**config.mk**
```make
export PLATFORM = sky130hd
export DESIGN_NAME = difl_core
export DESIGN_NICKNAME = d
export VERILOG_FILES = /design/src/rtl/difl_core.v /design/src/rtl/difl_term.v
export VERILOG_INCLUDE_DIRS = /design/src /design/src/rtl
export SDC_FILE = /design/constraint.sdc
export NUM_CORES = 1
export LEC_CHECK = 0
export BUFFER_PORTS_ARGS = -buffer_cell sky130_fd_sc_hd__clkbuf_2
export CAP_MARGIN = 20
export CORE_AREA = 10 10 175 242
export DETAILED_ROUTE_END_ITERATION = 6
export DIE_AREA = 0 0 185 252
export GPL_TIMING_DRIVEN = 0
export PLACE_DENSITY_LB_ADDON = 0.08
export SLEW_MARGIN = 10
export SYNTH_ARGS = -nofsm -noshare
export SYNTH_HDL_FRONTEND = slang
export SYNTH_SLANG_ARGS = --single-unit
```
**constraint.sdc**
```tcl
create_clock -name mclk -period 5.6 [get_ports mclk]
set_input_delay 0.28 -clock mclk [delete_from_list [all_inputs] [get_ports mclk]]
set_output_delay 0.28 -clock mclk [all_outputs]
set_load 0.02 [all_outputs]
```
**src/rtl/difl_regs.vh**
```
// register map, field positions, reset values and timing counts
`ifndef DIFL_REGS_VH
`define DIFL_REGS_VH
`define DIFL_ADDR_W        6
`define DIFL_OFS_CTRL      6'h00
`define DIFL_OFS_DELAY     6'h04
`define DIFL_OFS_FUNC_LO   6'h08
`define DIFL_OFS_FUNC_HI   6'h0C
`define DIFL_OFS_POL       6'h10
`define DIFL_OFS_STATUS    6'h14
`define DIFL_OFS_IRQ_STAT  6'h18
`define DIFL_OFS_IRQ_MASK  6'h1C
`define DIFL_OFS_HIST      6'h20
`define DIFL_CTRL_GUARD    0
`define DIFL_CTRL_MODE     1
`define DIFL_CTRL_KRESET   2
`define DIFL_CTRL_RST      2'h0
`define DIFL_DELAY_RST     16'h0000
`define DIFL_POL_RST       7'h00
`define DIFL_FUNC_LO_RST   32'h0B08_0100
`define DIFL_FUNC_HI_RST   24'hFF_120C
`define DIFL_FN_FWD        8'h00
`define DIFL_FN_REV        8'h01
`define DIFL_FN_SET        8'h08
`define DIFL_FN_COAST      8'h0B
`define DIFL_FN_TRIP       8'h0C
`define DIFL_FN_RESET      8'h12
`define DIFL_ERR_NONE      8'h00
`define DIFL_ERR_EXT       8'h0C
`define DIFL_IRQ_TRIP      0
`define DIFL_IRQ_COAST     1
`define DIFL_IRQ_RESUME    2
`define DIFL_IRQ_SETCHG    3
`define DIFL_IRQ_W         4
`define DIFL_CLK_HZ        50000000
`define DIFL_TICK_MS       1
`define DIFL_TICK_CYC      ((`DIFL_CLK_HZ / 1000) * `DIFL_TICK_MS)
`define DIFL_DEB_NS        100
`define DIFL_DEB_CYC       ((`DIFL_DEB_NS * (`DIFL_CLK_HZ / 1000000) + 999) / 1000)
`define DIFL_NTERM         7
`endif

```
**src/rtl/difl_core.v**
```verilog
// drive input function logic: terminal routing, run, coast, external trip, registers
//
// Implementation choices: the Avalon-MM slave port and the register addresses.
`include "difl_regs.vh"
`default_nettype none
module difl_core #(
  parameter TICK_CYC = `DIFL_TICK_CYC
) (
  input  wire                     mclk,
  input  wire                     rst,
  input  wire [`DIFL_NTERM-1:0]   term_pin,
  input  wire [`DIFL_ADDR_W-1:0]  avs_address,
  input  wire                     avs_read,
  input  wire                     avs_write,
  input  wire [31:0]              avs_writedata,
  output reg  [31:0]              avs_readdata,
  output reg                      avs_waitrequest,
  output reg                      drive_on,
  output reg                      drive_reverse,
  output reg                      motor_set2,
  output reg                      start_from_speed,
  output reg                      alarm,
  output reg  [7:0]               err_code,
  output reg                      irq
);
  // drive states; trip is left only through a reset operation
  localparam [2:0] ST_STOP  = 3'd0;
  localparam [2:0] ST_RUN   = 3'd1;
  localparam [2:0] ST_COAST = 3'd2;
  localparam [2:0] ST_WAIT  = 3'd3;
  localparam [2:0] ST_TRIP  = 3'd4;
  localparam [15:0] TICK_N  = TICK_CYC[15:0];

  reg  [1:0]              ctrl_r;
  reg  [15:0]             delay_r;
  reg  [31:0]             func_lo_r;
  reg  [23:0]             func_hi_r;
  reg  [`DIFL_NTERM-1:0]  pol_r;
  reg  [`DIFL_IRQ_W-1:0]  istat_r;
  reg  [`DIFL_IRQ_W-1:0]  imask_r;
  reg  [7:0]              hist_r;
  reg                     kreset_r;
  reg  [2:0]              state_r;
  reg  [2:0]              state_nxt;
  reg  [15:0]             tick_r;
  reg  [15:0]             wait_r;
  reg                     trip_prev_r;
  reg                     rst_in_prev_r;
  reg                     guard_blk_r;
  reg                     set_chg;
  wire [6*`DIFL_NTERM-1:0] hits;
  reg  [5:0]              fn;
  integer                 i;
  // one flat code vector, so each terminal indexes its own byte
  wire [8*`DIFL_NTERM-1:0] func_all = {func_hi_r, func_lo_r};

  genvar g;
  generate
    for (g = 0; g < `DIFL_NTERM; g = g + 1) begin : g_term
      difl_term u_term (
        .mclk    (mclk),
        .rst     (rst),
        .pin     (term_pin[g]),
        .pol_low (pol_r[g]),
        .func    (func_all[8*g+:8]),
        .hit     (hits[6*g+:6])
      );
    end
  endgenerate

  // terminals sharing a code are ored, so any one of them acts
  always @* begin
    fn = 6'h00;
    for (i = 0; i < `DIFL_NTERM; i = i + 1) begin
      fn = fn | hits[6*i+:6];
    end
  end

  wire fwd_in   = fn[0];
  wire rev_in   = fn[1];
  wire set_in   = fn[2];
  wire coast_in = fn[3];
  wire trip_in  = fn[4];
  wire rstin    = fn[5];
  wire run_cmd  = fwd_in ^ rev_in;
  // edge, not level: a trip input still high after a reset cannot retrip
  wire trip_evt = trip_in && !trip_prev_r;
  // terminal reset acts on release of the input, keypad pulse at once
  wire reset_op = (rst_in_prev_r && !rstin) || kreset_r;
  // free-running ms divider, so the first wait tick may come early
  wire tick     = (tick_r == TICK_N - 16'h0001);
  wire run_ok   = run_cmd && !guard_blk_r;

  always @* begin
    state_nxt = state_r;
    case (state_r)
      ST_STOP: begin
        if (run_ok && !coast_in) begin
          state_nxt = ST_RUN;
        end
      end
      ST_RUN: begin
        if (coast_in) begin
          state_nxt = ST_COAST;
        end else if (!run_cmd) begin
          state_nxt = ST_STOP;
        end
      end
      ST_COAST: begin
        if (!coast_in) begin
          if (!run_cmd) begin
            state_nxt = ST_STOP;
          end else if (delay_r == 16'h0000) begin
            state_nxt = ST_RUN;
          end else begin
            state_nxt = ST_WAIT;
          end
        end
      end
      ST_WAIT: begin
        if (coast_in) begin
          state_nxt = ST_COAST;
        end else if (!run_cmd) begin
          state_nxt = ST_STOP;
        end else if (wait_r == 16'h0000) begin
          state_nxt = ST_RUN;
        end
      end
      ST_TRIP: begin
        if (reset_op) begin
          state_nxt = ST_STOP;
        end
      end
      default: begin
        state_nxt = ST_STOP;
      end
    endcase
    // a trip outranks every other state, coast included
    if (trip_evt && state_r != ST_TRIP) begin
      state_nxt = ST_TRIP;
    end
  end

  // set level only latched in stop, a running motor keeps its set
  always @* begin
    set_chg = (state_r == ST_STOP) && (set_in != motor_set2);
  end

  always @(posedge mclk) begin
    if (rst) begin
      state_r          <= ST_STOP;
      tick_r           <= 16'h0000;
      wait_r           <= 16'h0000;
      trip_prev_r      <= 1'b0;
      rst_in_prev_r    <= 1'b0;
      guard_blk_r      <= 1'b0;
      drive_on         <= 1'b0;
      drive_reverse    <= 1'b0;
      motor_set2       <= 1'b0;
      start_from_speed <= 1'b0;
      alarm            <= 1'b0;
      err_code         <= `DIFL_ERR_NONE;
      hist_r           <= 8'h00;
    end else begin
      state_r       <= state_nxt;
      trip_prev_r   <= trip_in;
      rst_in_prev_r <= rstin;
      tick_r        <= tick ? 16'h0000 : tick_r + 16'h0001;
      // wait counts whole ms ticks; zero delay never enters the wait state
      if (state_nxt == ST_WAIT && state_r != ST_WAIT) begin
        wait_r <= delay_r;
      end else if (state_r == ST_WAIT && tick && wait_r != 16'h0000) begin
        wait_r <= wait_r - 16'h0001;
      end
      if (set_chg) begin
        motor_set2 <= set_in;
      end
      // output goes off in the same edge the coast or trip is seen
      drive_on <= (state_nxt == ST_RUN);
      if (state_nxt == ST_RUN && state_r != ST_RUN) begin
        drive_reverse    <= rev_in;
        // a fresh start always ramps from zero; only a coast resume may match speed
        start_from_speed <= (state_r == ST_COAST || state_r == ST_WAIT)
                            && ctrl_r[`DIFL_CTRL_MODE];
      end
      if (trip_evt && state_r != ST_TRIP) begin
        alarm    <= 1'b1;
        err_code <= `DIFL_ERR_EXT;
        if (hist_r != 8'hFF) begin
          hist_r <= hist_r + 8'h01;
        end
      end else if (state_r == ST_TRIP && reset_op) begin
        alarm       <= 1'b0;
        err_code    <= `DIFL_ERR_NONE;
        hist_r      <= 8'h00;
        guard_blk_r <= ctrl_r[`DIFL_CTRL_GUARD];
      end else if (!run_cmd) begin
        // block lifts only once the run command has dropped
        guard_blk_r <= 1'b0;
      end
    end
  end

  // bus slave: one wait cycle, then waitrequest low for exactly one edge
  wire        req   = avs_read || avs_write;
  wire        wr_go = avs_write && !avs_waitrequest;
  reg  [31:0] rd_mux;
  reg  [`DIFL_IRQ_W-1:0] ev;

  always @* begin
    if (avs_address == `DIFL_OFS_CTRL) begin
      rd_mux = {30'h0000_0000, ctrl_r};
    end else if (avs_address == `DIFL_OFS_DELAY) begin
      rd_mux = {16'h0000, delay_r};
    end else if (avs_address == `DIFL_OFS_FUNC_LO) begin
      rd_mux = func_lo_r;
    end else if (avs_address == `DIFL_OFS_FUNC_HI) begin
      rd_mux = {8'h00, func_hi_r};
    end else if (avs_address == `DIFL_OFS_POL) begin
      rd_mux = {25'h000_0000, pol_r};
    end else if (avs_address == `DIFL_OFS_STATUS) begin
      rd_mux = {16'h0000, err_code, guard_blk_r, motor_set2, alarm, drive_on,
                drive_reverse, state_r};
    end else if (avs_address == `DIFL_OFS_IRQ_STAT) begin
      rd_mux = {28'h000_0000, istat_r};
    end else if (avs_address == `DIFL_OFS_IRQ_MASK) begin
      rd_mux = {28'h000_0000, imask_r};
    end else if (avs_address == `DIFL_OFS_HIST) begin
      rd_mux = {24'h00_0000, hist_r};
    end else begin
      rd_mux = 32'h0000_0000;
    end
    ev = {`DIFL_IRQ_W{1'b0}};
    ev[`DIFL_IRQ_TRIP]   = trip_evt && state_r != ST_TRIP;
    ev[`DIFL_IRQ_COAST]  = state_nxt == ST_COAST && state_r != ST_COAST;
    ev[`DIFL_IRQ_RESUME] = state_nxt == ST_RUN && (state_r == ST_COAST || state_r == ST_WAIT);
    ev[`DIFL_IRQ_SETCHG] = set_chg;
  end

  always @(posedge mclk) begin
    if (rst) begin
      avs_waitrequest <= 1'b1;
      avs_readdata    <= 32'h0000_0000;
      ctrl_r          <= `DIFL_CTRL_RST;
      delay_r         <= `DIFL_DELAY_RST;
      func_lo_r       <= `DIFL_FUNC_LO_RST;
      func_hi_r       <= `DIFL_FUNC_HI_RST;
      pol_r           <= `DIFL_POL_RST;
      istat_r         <= {`DIFL_IRQ_W{1'b0}};
      imask_r         <= {`DIFL_IRQ_W{1'b0}};
      kreset_r        <= 1'b0;
      irq             <= 1'b0;
    end else begin
      kreset_r <= 1'b0;
      if (req && avs_waitrequest) begin
        avs_waitrequest <= 1'b0;
        avs_readdata    <= rd_mux;
      end else begin
        avs_waitrequest <= 1'b1;
      end
      if (wr_go) begin
        if (avs_address == `DIFL_OFS_CTRL) begin
          ctrl_r   <= avs_writedata[1:0];
          kreset_r <= avs_writedata[`DIFL_CTRL_KRESET];
        end else if (avs_address == `DIFL_OFS_DELAY) begin
          delay_r <= avs_writedata[15:0];
        end else if (avs_address == `DIFL_OFS_FUNC_LO) begin
          func_lo_r <= avs_writedata;
        end else if (avs_address == `DIFL_OFS_FUNC_HI) begin
          func_hi_r <= avs_writedata[23:0];
        end else if (avs_address == `DIFL_OFS_POL) begin
          pol_r <= avs_writedata[`DIFL_NTERM-1:0];
        end else if (avs_address == `DIFL_OFS_IRQ_MASK) begin
          imask_r <= avs_writedata[`DIFL_IRQ_W-1:0];
        end
      end
      // a new event in the clearing cycle survives the write of one
      if (wr_go && avs_address == `DIFL_OFS_IRQ_STAT) begin
        istat_r <= (istat_r & ~avs_writedata[`DIFL_IRQ_W-1:0]) | ev;
      end else begin
        istat_r <= istat_r | ev;
      end
      // level interrupt, one cycle behind the status bits
      irq <= |(istat_r & imask_r);
    end
  end
endmodule
`default_nettype wire

```
**src/rtl/difl_term.v**
```verilog
// one input terminal: debounce, polarity and function code match
`include "difl_regs.vh"
`default_nettype none
module difl_term (
  input  wire       mclk,
  input  wire       rst,
  input  wire       pin,
  input  wire       pol_low,
  input  wire [7:0] func,
  output reg  [5:0] hit
);
  localparam integer DEB_I = `DIFL_DEB_CYC;
  localparam [7:0]   DEB_N = DEB_I[7:0];
  reg [7:0] cnt_r;
  reg       lvl_r;
  wire      raw = pin ^ pol_low;

  // level only follows after DEB_N steady samples, so contact bounce is swallowed
  always @(posedge mclk) begin
    if (rst) begin
      cnt_r <= 8'h00;
      lvl_r <= 1'b0;
      hit   <= 6'h00;
    end else begin
      if (raw == lvl_r) begin
        cnt_r <= 8'h00;
      end else if (cnt_r >= DEB_N - 8'h01) begin
        cnt_r <= 8'h00;
        lvl_r <= raw;
      end else begin
        cnt_r <= cnt_r + 8'h01;
      end
      hit[0] <= lvl_r && (func == `DIFL_FN_FWD);
      hit[1] <= lvl_r && (func == `DIFL_FN_REV);
      hit[2] <= lvl_r && (func == `DIFL_FN_SET);
      hit[3] <= lvl_r && (func == `DIFL_FN_COAST);
      hit[4] <= lvl_r && (func == `DIFL_FN_TRIP);
      hit[5] <= lvl_r && (func == `DIFL_FN_RESET);
    end
  end
endmodule
`default_nettype wire

```
==> results of run 1 <==
==> cell usage after synthesis, types with 5 or more instances <==
cell | instances | share of area, %
dfxtp_1 | 280 | 50
nand2_1 | 214 | 7.2
nor2_1 | 160 | 5.4
a21oi_1 | 96 | 4.3
clkbuf_1 | 40 | 1.3
nand3_1 | 40 | 1.8
inv_1 | 30 | 1.0
a22oi_1 | 29 | 1.9
xnor2_1 | 29 | 2.3
nor3_1 | 27 | 1.2
mux2i_1 | 26 | 2.3
nor4_1 | 26 | 1.5
xor2_1 | 26 | 2.0
o21ai_0 | 22 | 0.99
and3_1 | 17 | 0.95
ha_1 | 17 | 1.9
or3_1 | 16 | 0.90
buf_2 | 12 | 0.54
buf_4 | 12 | 0.81
a222oi_1 | 9 | 0.81
nand2b_1 | 9 | 0.50
nand4_1 | 8 | 0.45
a211oi_1 | 7 | 0.47
nor3b_1 | 7 | 0.47
a311oi_1 | 6 | 0.47
and2_1 | 6 | 0.34
and4_1 | 6 | 0.47
nor2b_1 | 6 | 0.34
a31oi_1 | 5 | 0.28
nand3b_1 | 5 | 0.34
==> area by class of cell <==
type | count | share of cell area, %
clock buffer | 44 | 6.358
multi-input combinational | 932 | 38.82
clock inverter | 11 | 1.003
timing repair buffer | 112 | 4.968
buffer | 68 | 2.429
tap | 473 | 4.352
sequential | 280 | 41.22
inverter | 31 | 0.8556
==> per-stage QoR <==
step                setup WS [ns]  instances  total power [µW]  utilization (%)  cell area [µm²]
floorplan                   3.589       1311              2197                -            11330
global placement            2.590       1873              2307            32.86            12360
detailed placement          2.779       1873              2307            32.87            12370
CTS                         3.041       1951              4363            36.14            13600
global route                2.840       1951              4474            36.14            13600
finish                      3.013       1951              4307            36.14            13600
==> logic make-up (layout without fill, tap and decap cells) <==
logic type	after synthesis	in the layout	synth area share [%]
AO/OA/AOI/OAI	206	206	11.74
XOR/XNOR	55	55	4.310
adder cells (fa/ha/maj)	17	17	1.903
buffers and inverters	99	266	3.997
flip-flops	280	280	50.16
multiplexers	26	26	2.329
other	1	41	0.03355
AND/OR/NAND/NOR	587	587	25.53
==> registers in the layout, indices dropped and copies added, names as in the netlist, 2 cells and up <==
name	cells
avs_readdata	32
ctrl_r	2
delay_r	16
func_hi_r	24
func_lo_r	32
g_term.u_term.cnt_r	56
g_term.u_term.hit	42
g_term.u_term.lvl_r	7
hist_r	8
imask_r	4
istat_r	4
pol_r	7
state_r	3
tick_r	16
wait_r	16
==> final timing paths <==
check	to	slack (ns)	cells past startpoint
min reg2reg	g_term[3].u_term.cnt_r[0]	0.44	1
max reg2reg	wait_r[11]	3.01	7
min	func_lo_r[7]	0.04	3
max	wait_r[11]	3.01	7
==> routing by layer <==
metal / up-vias / share of wire, %
li1: 4703 / -
met1: 4423 / 40
met2: 225 / 52
met3: 71 / 3.9
met4: 2 / 3.6
met5: - / 0.024
==> what timing repair did <==
action / CTS / global route
buffers inserted: 0 / 0
endpoints found under the hold margin: 43 / 0
hold buffers: 23 / 0
==> power by group through the flow <==
stage          clock network, µW  logic (µW)  registers [µW]
5_1_grt                     2180         249            2050
2_1_floorplan                  0         107            2090
4_1_cts                     2090         230            2050
3_5_place_dp                   0         217            2090
6_report                    2030         227            2040
3_3_place_gp                   0         217            2090
==> worst register-to-register path: cells and delay by family, from the launching register on <==
family | cells | cell delay (ns)
simple gates | 3 | 1.23
buf+inv | 1 | 0.24
compound gates | 3 | 0.71
flops | 1 | 0.30
==> flow_summary.json, run 1 <==
{
  "core-area_um2": 37630,
  "dr.pass1.iters": 5,
  "internal-power_uw": 3300,
  "worst_setup_path_start_kind": "flop",
  "start_util_pct": 29.70,
  "power.density_nw_per_um2": 316.7,
  "hold_path.class": "in2reg",
  "max_clock_freq_mhz": 386.6,
  "grt_pass1_vias": 9483,
  "diodes": 0,
  "min_period_ns": 2.587,
  "crit_path_max_fanout": 10,
  "ys_warn_count": 0,
  "synth_seq_cells": 280,
  "synth_edf_count": 0,
  "clock_power_share_pct": 47.2,
  "cts_max_path_buffers": 3,
  "dieWidth_um": 185,
  "critPathTopFamily": "simple AND/OR/NAND/NOR gates",
  "switching_share_pct": 23.38,
  "globalplace.congestion": 0.8572,
  "vias": 9424,
  "setup_violations": 0,
  "share_seq_of_total_power_pct": 47.5,
  "drc": 0,
  "use_met1_pct": 18.11,
  "fin_skew_ns": 0.009106,
  "hpwl_um": 28830,
  "cts_buffers": 30,
  "ctsRootBufferMaster": "clkbuf_16",
  "wl_per_cell_um": 19.46,
  "place.port_buffers": 89,
  "finalHoldViolations": 0,
  "cap_violations": 0,
  "critPathRequiredTime_ns": 6.05,
  "cp_slowest_cell": "nor4_1",
  "p_leak_uw": 0.005317,
  "clkSinkCount": 280,
  "path_clk_slew_ns": 0.06,
  "switchingPower_uw": 1007,
  "grt_max_degree": 15,
  "max-slew-margin-rel_pct": 31.35,
  "final_common_cell": "dfxtp_1",
  "layout-drive-gt1-share_pct": 12.99,
  "fin_hold_ws_ns": 0.03523,
  "routed_via_density": 4.830,
  "netlist_instances": 1271,
  "peakVddDrop_uv": 188.6,
  "final.setup.tns_ns": 0,
  "die_h_um": 252,
  "io_pins": 96,
  "syn_avg_cell_area_um2": 8.793,
  "seq_area_frac_synth_pct": 50.16,
  "path_class": "reg2reg",
  "grt_pass1_wl_um": 58080,
  "use_met2_pct": 30.07,
  "wl_um": 37970,
  "use_met3_pct": 2.546,
  "post_cts_resized": 0,
  "grt_overflow": 0,
  "regArea_um2": 5605,
  "rsz0062_at_grt": "false",
  "antenna_found_initial": 1,
  "synthToLayoutAreaGrowth_pct": 21.69,
  "netlist_area_um2": 11180,
  "mostFrequentLayoutCells": "dfxtp_1, nand2_1, nor2_1, a21oi_1, clkbuf_2",
  "fillers": 3950,
  "rows": 84,
  "cp-end-kind": "flop",
  "crit_start": "g_term[3].u_term.hit[4]",
  "track_usage_pct": 16.28,
  "holdCritStartpoint": "avs_writedata[7]",
  "die_area_um2": 46620,
  "drt_iter0_drc": 499,
  "worst_slew_pin_slew_ns": 1.030,
  "crit_chain": "nor4_1 > a221o_1 > and2_1 > nand4b_1 > buf_4 > o21ai_0 > a21oi_1",
  "r2r-start": "g_term[3].u_term.hit[4]",
  "cts_tree": "yes",
  "multi_input_area_um2": 5279,
  "status": "complete, no violations",
  "synth-async-reset-ratio_pct": 0,
  "busiest_layer": "met2",
  "antenna_left": 0,
  "ys.flop_type": "dfxtp_1",
  "nNetsFinal": 1521,
  "synth_cell_types": 73,
  "finalCritPeriodShare_pct": 46.19,
  "max_stage_delay_ns": 0.83,
  "insertion_delay_ns": 0.57,
  "cp.arrival_ns": 3.04,
  "p_comb_share_pct": 5.3,
  "path_buf_inv": 1,
  "slew_violations": 0,
  "h-tree-depth": 1
}
(Power assumes the default switching activity.)
==> inputs of run 2 (changes only) <==
Clock period 5.6 ns to 2.6 ns, I/O delays scaled along.
==> run 2 against run 1 <==
- the flow now finishes with violations (hold timing)
- combinational power rose by 120%
- sequential power rose by 120%
- final cell count rose by 0.82%
- die area did not move
- worst hold slack got worse by 0.040 ns
- via count rose by 1.0%
- first-iteration DRC count fell by 9.4%
- clock skew barely moved
- register-to-register slack got worse by 2.9 ns
- critical path type unchanged
- highest routed layer is now met4
==> flow_summary.json, run 2 (same netlist as run 1, synthesis figures left out) <==
{
  "status": "finished, violations left",
  "violations": "hold timing",
  "fin_skew_ns": 0.009128,
  "largest_reg_flops": 56,
  "crit_chain": "nor4_1 > nor4bb_1 > and2_1 > nand4b_1 > buf_4 > o21ai_0 > a21oi_1",
  "path_clk_slew_ns": 0.06,
  "clock_power_share_pct": 47.1,
  "dieWidth_um": 185,
  "routed_via_density": 4.840,
  "nNetsFinal": 1536,
  "r2r-start": "g_term[3].u_term.hit[3]",
  "ctsRootBufferMaster": "clkbuf_16",
  "grt_overflow": 0,
  "synthToLayoutAreaGrowth_pct": 23.40,
  "reg.largest.list": "g_term.u_term.cnt_r: 56 flops, g_term.u_term.hit: 42 flops",
  "insertion_delay_ns": 0.56,
  "hold_path.class": "in2reg",
  "drc": 0,
  "fin_hold_ws_ns": -0.004829,
  "finalHoldViolations": 1,
  "cts_tree": "yes",
  "antenna_found_initial": 0,
  "dr.pass1.iters": 7,
  "start_util_pct": 29.70,
  "drt_iter0_drc": 452,
  "vias": 9520,
  "crit_path_max_fanout": 10,
  "holdCritStartpoint": "term_pin[6]",
  "final_core_util_pct": 36.65,
  "globalplace.congestion": 0.8572,
  "path_class": "reg2reg",
  "switchingPower_uw": 2171,
  "switching_share_pct": 23.36,
  "final_common_cell": "dfxtp_1",
  "regMostFlops": "g_term.u_term.cnt_r",
  "cp-end-kind": "flop",
  "worst_setup_path_start_kind": "flop",
  "slew_violations": 0,
  "crit_start": "g_term[3].u_term.hit[3]",
  "post_cts_buffers": 0,
  "share_seq_of_total_power_pct": 47.4,
  "power.density_nw_per_um2": 674.0,
  "grt_pass1_wl_um": 58350,
  "place.port_buffers": 89,
  "max_stage_delay_ns": 0.81,
  "place_ws_ns": -0.07121,
  "layout-drive-gt1-share_pct": 12.99,
  "cts_max_path_buffers": 3,
  "finalCritPeriodShare_pct": 95.10,
  "worst_slew_pin_slew_ns": 1.058,
  "internal-power_uw": 7123,
  "cap_violations": 0,
  "wl_um": 38170,
  "max_clock_freq_mhz": 404.4,
  "die_area_um2": 46620,
  "clkSinkCount": 280,
  "rsz0062_at_grt": "false",
  "die_h_um": 252,
  "antenna_left": 0,
  "rows": 84,
  "mostFrequentLayoutCells": "dfxtp_1, nand2_1, nor2_1, a21oi_1, clkbuf_2",
  "grt_pass1_vias": 9555,
  "peakVddDrop_uv": 409.2,
  "core-area_um2": 37630,
  "cts_buffers": 30,
  "cp.arrival_ns": 2.92,
  "io_pins": 96,
  "wl_per_cell_um": 19.40,
  "track_usage_pct": 16.33,
  "setup_violations": 0,
  "h-tree-depth": 1,
  "max-slew-margin-rel_pct": 29.47,
  "hpwl_um": 28830,
  "setup_slack_ns": 0.1275,
  "p_leak_uw": 0.005397,
  "cp_slowest_cell": "nor4_1",
  "grt_max_degree": 15,
  "p_comb_share_pct": 5.5,
  "critPathRequiredTime_ns": 3.05,
  "min_period_ns": 2.473
}
-- run 2: layer usage --
metal	up-vias	global-route usage (%)	part of all wire [%]
met5	-	0	0
met4	0	6.285	3.9
met1	4484	18.23	41
li1	4740	-	-
met2	229	30.18	52
met3	67	2.460	3.8
-- run 2: power by group through the flow --
stage | Sequential, µW | Combinational (µW) | Clock [µW]
2_1_floorplan | 4500 | 232 | 0
3_3_place_gp | 4500 | 468 | 0
3_5_place_dp | 4500 | 468 | 0
4_1_cts | 4400 | 514 | 4500
5_1_grt | 4410 | 559 | 4690
6_report | 4400 | 510 | 4380
-- run 2: final timing paths --
kind | end | slack, ns | depth (start not counted)
setup / recovery | wait_r[11] | 0.13 | 7
hold / removal | g_term[6].u_term.lvl_r | -0.005 | 4
hold reg to reg | g_term[2].u_term.cnt_r[0] | 0.44 | 1
setup reg to reg | wait_r[11] | 0.13 | 7
-- run 2: metrics by stage --
step / cells / cell area, µm² / power, µW / hold slack [ns] / setup TNS [ns]
global placement: 1873 / 12360 / 4968 / 0.3528 / -1.706
finish: 1967 / 13790 / 9295 / -0.004829 / 0
global route: 1966 / 13790 / 9658 / 0.05281 / 0
floorplan: 1311 / 11330 / 4731 / 0.2540 / 0
CTS: 1966 / 13750 / 9415 / 0.004957 / 0
detailed placement: 1873 / 12370 / 4969 / 0.3507 / -0.07191
-- run 2: final cells by class --
type / count / area, µm²
Multi-Input combinational cell: 932 / 5318
Tap cell: 473 / 591.8
Sequential cell: 280 / 5605
Clock buffer: 44 / 864.6
Timing Repair Buffer: 127 / 825.8
Buffer: 68 / 330.3
Inverter: 31 / 116.4
Clock inverter: 11 / 136.4
Antenna cell: 1 / 2.502
Fill cell: 3935 / 23840
-- run 2: critical path: cells and delay by family, from the launching register on --
| kind | cells | cell delay (ns) |
|---|---|---|
| and+or+nand+nor | 4 | 1.56 |
| DFF | 1 | 0.30 |
| AOI/OAI and AO/OA | 2 | 0.26 |
| buffers and inverters | 1 | 0.24 |
-- run 2: repair_timing --
| action | in CTS | in global routing |
|---|---|---|
| hold buffers | 38 | 0 |
| gates resized for setup | 0 | 5 |
| endpoints found under the setup margin | 0 | 21 |
| hold endpoints to repair | 84 | 0 |
==> inputs of run 3 (changes only) <==
Settings changed: REMOVE_ABC_BUFFERS set to 1.
==> run 3 against run 2 <==
- sequential cell count is the same
- fmax grew 5.6%
- clock skew grew 0.0027 ns
- non-clock buffer count shrank 57
- the run now ends clean
- highest routed layer unchanged
- sequential power is essentially flat
- via count shrank 3.7%
- clock power grew 3%
- wire length shrank 9.7%
- largest cell class unchanged
- first-iteration DRC count grew 2.9%
- total power grew 0.76%
- die area is the same
==> flow_summary.json, run 3 (same netlist as run 1, synthesis figures left out) <==
{
  "grt_pass1_vias": 9238,
  "path_clk_slew_ns": 0.06,
  "finalHoldViolations": 0,
  "cts_tree": "yes",
  "hold_path.class": "in2reg",
  "worst_slew_pin_slew_ns": 0.9537,
  "min_period_ns": 2.341,
  "critPathTopFamily": "simple AND/OR/NAND/NOR gates",
  "total_power_uw": 9365,
  "cts_max_path_buffers": 3,
  "globalplace.congestion": 0.7831,
  "finalCritPeriodShare_pct": 90.04,
  "start_util_pct": 29.70,
  "clkSinkCount": 280,
  "wl_um": 34460,
  "grt_overflow": 0,
  "mostFrequentLayoutCells": "dfxtp_1, nand2_1, nor2_1, a21oi_1, clkbuf_2",
  "diodes": 0,
  "path_class": "reg2reg",
  "fillers": 3910,
  "drc": 0,
  "grt_pass1_wl_um": 53430,
  "dr.pass1.iters": 5,
  "die_h_um": 252,
  "h-tree-depth": 1,
  "setup_violations": 0,
  "fin_hold_ws_ns": 0.01572,
  "nNetsFinal": 1480,
  "regArea_um2": 5605,
  "cp_slowest_cell": "a221oi_2",
  "io_pins": 96,
  "dp_cells": 1813,
  "setup_slack_ns": 0.2589,
  "regMostFlops": "g_term.u_term.cnt_r",
  "hold_depth": 4,
  "rsz0062_at_grt": "false",
  "place_ws_ns": -0.5054,
  "routed_via_density": 4.799,
  "multi_input_area_um2": 5333,
  "cp.arrival_ns": 2.78,
  "ctsRootBufferMaster": "clkbuf_16",
  "drt_iter0_drc": 465,
  "slew_violations": 0,
  "rows": 84,
  "max_clock_freq_mhz": 427.2,
  "status": "complete, no violations",
  "path_depth": 9,
  "antenna_left": 0,
  "p_leak_uw": 0.005317,
  "largest_reg_flops": 56,
  "core-area_um2": 37630,
  "critPathRequiredTime_ns": 3.04,
  "insertion_delay_ns": 0.58,
  "crit_path_max_fanout": 6,
  "dieWidth_um": 185,
  "grt_max_degree": 111,
  "worst_setup_path_start_kind": "flop",
  "max_stage_delay_ns": 0.36,
  "final_common_cell": "dfxtp_1",
  "worst_r2r_path_depth": 9,
  "final_cells": 1911,
  "track_usage_pct": 14.59,
  "layout-drive-gt1-share_pct": 13.14,
  "wl_per_cell_um": 18.03,
  "peakVddDrop_uv": 371.5,
  "vias": 9170,
  "synthToLayoutAreaGrowth_pct": 22.61,
  "die_area_um2": 46620,
  "max-slew-margin-rel_pct": 35.51,
  "cts_buffers": 31,
  "path_buf_inv": 2,
  "reg.largest.list": "g_term.u_term.cnt_r: 56 flops, g_term.u_term.hit: 42 flops",
  "hpwl_um": 24890,
  "cap_violations": 0,
  "fin_skew_ns": 0.01185,
  "crit_chain": "inv_1 > ha_1 > nor4b_2 > nand4_2 > a221oi_2 > nand4b_1 > buf_4 > mux2i_1 > a21oi_1",
  "power.density_nw_per_um2": 683.5,
  "place.port_buffers": 89,
  "cp-end-kind": "flop",
  "antenna_found_initial": 0
}
## run 3: area by class of cell
cell class / instances / share of cell area [%]
clock inverters: 11 / 0.8857
clock buffers: 46 / 6.802
well taps: 473 / 4.319
inverters: 31 / 0.8492
repair buffers: 138 / 7.323
flip-flops and latches: 280 / 40.91
multi-input cells: 932 / 38.92
## run 3: final timing paths
kind | start | end | slack [ns]
setup / recovery | wait_r[0] | wait_r[15] | 0.26
hold / removal | term_pin[2] | g_term[2].u_term.lvl_r | 0.02
setup reg to reg | wait_r[0] | wait_r[15] | 0.26
hold reg to reg | g_term[2].u_term.cnt_r[0] | g_term[2].u_term.cnt_r[0] | 0.45
## run 3: stage by stage
step / cell area, µm² / setup TNS (ns) / util (%)
after floorplan: 11000 / -0.3967 / -
after global placement: 12030 / -396.79 / 31.98
after detailed placement: 12230 / -25.38 / 32.50
after CTS: 13700 / 0 / 36.41
after global routing: 13700 / 0 / 36.42
final: 13700 / 0 / 36.42
## run 3: what timing repair did
item	4_1_cts	5_1_grt
gates resized for setup	2	1
hold endpoints to repair	105	0
hold buffers	39	0
endpoints found under the setup margin	13	22
buffers inserted	2	0
pin swaps	1	0
## run 3: where the power goes
part	internal [µW]	switching [µW]	total, µW	leakage, µW
registers	4360	46.6	4410	0.00228
logic	171	300	471	0.00252
clock network	2670	1820	4490	0.000517
total	7200	2170	9370	0.00532
## run 3: layer usage
layer  global-route usage (%)  up-vias  wire [µm]
met5                        0        -          0
met4                    5.331        0       1095
met3                    2.230       60       1328
met2                    26.19      165      17480
met1                    17.03     4319      14550
li1                         -     4626          -
## run 3: worst register-to-register path, stage by stage (launching register included)
cell and delay (ns):
dfxtp_1 0.33, inv_1 0.09, ha_1 0.19, nor4b_2 0.33, nand4_2 0.25, a221oi_2 0.36
nand4b_1 0.19, buf_4 0.19, mux2i_1 0.20, a21oi_1 0.08
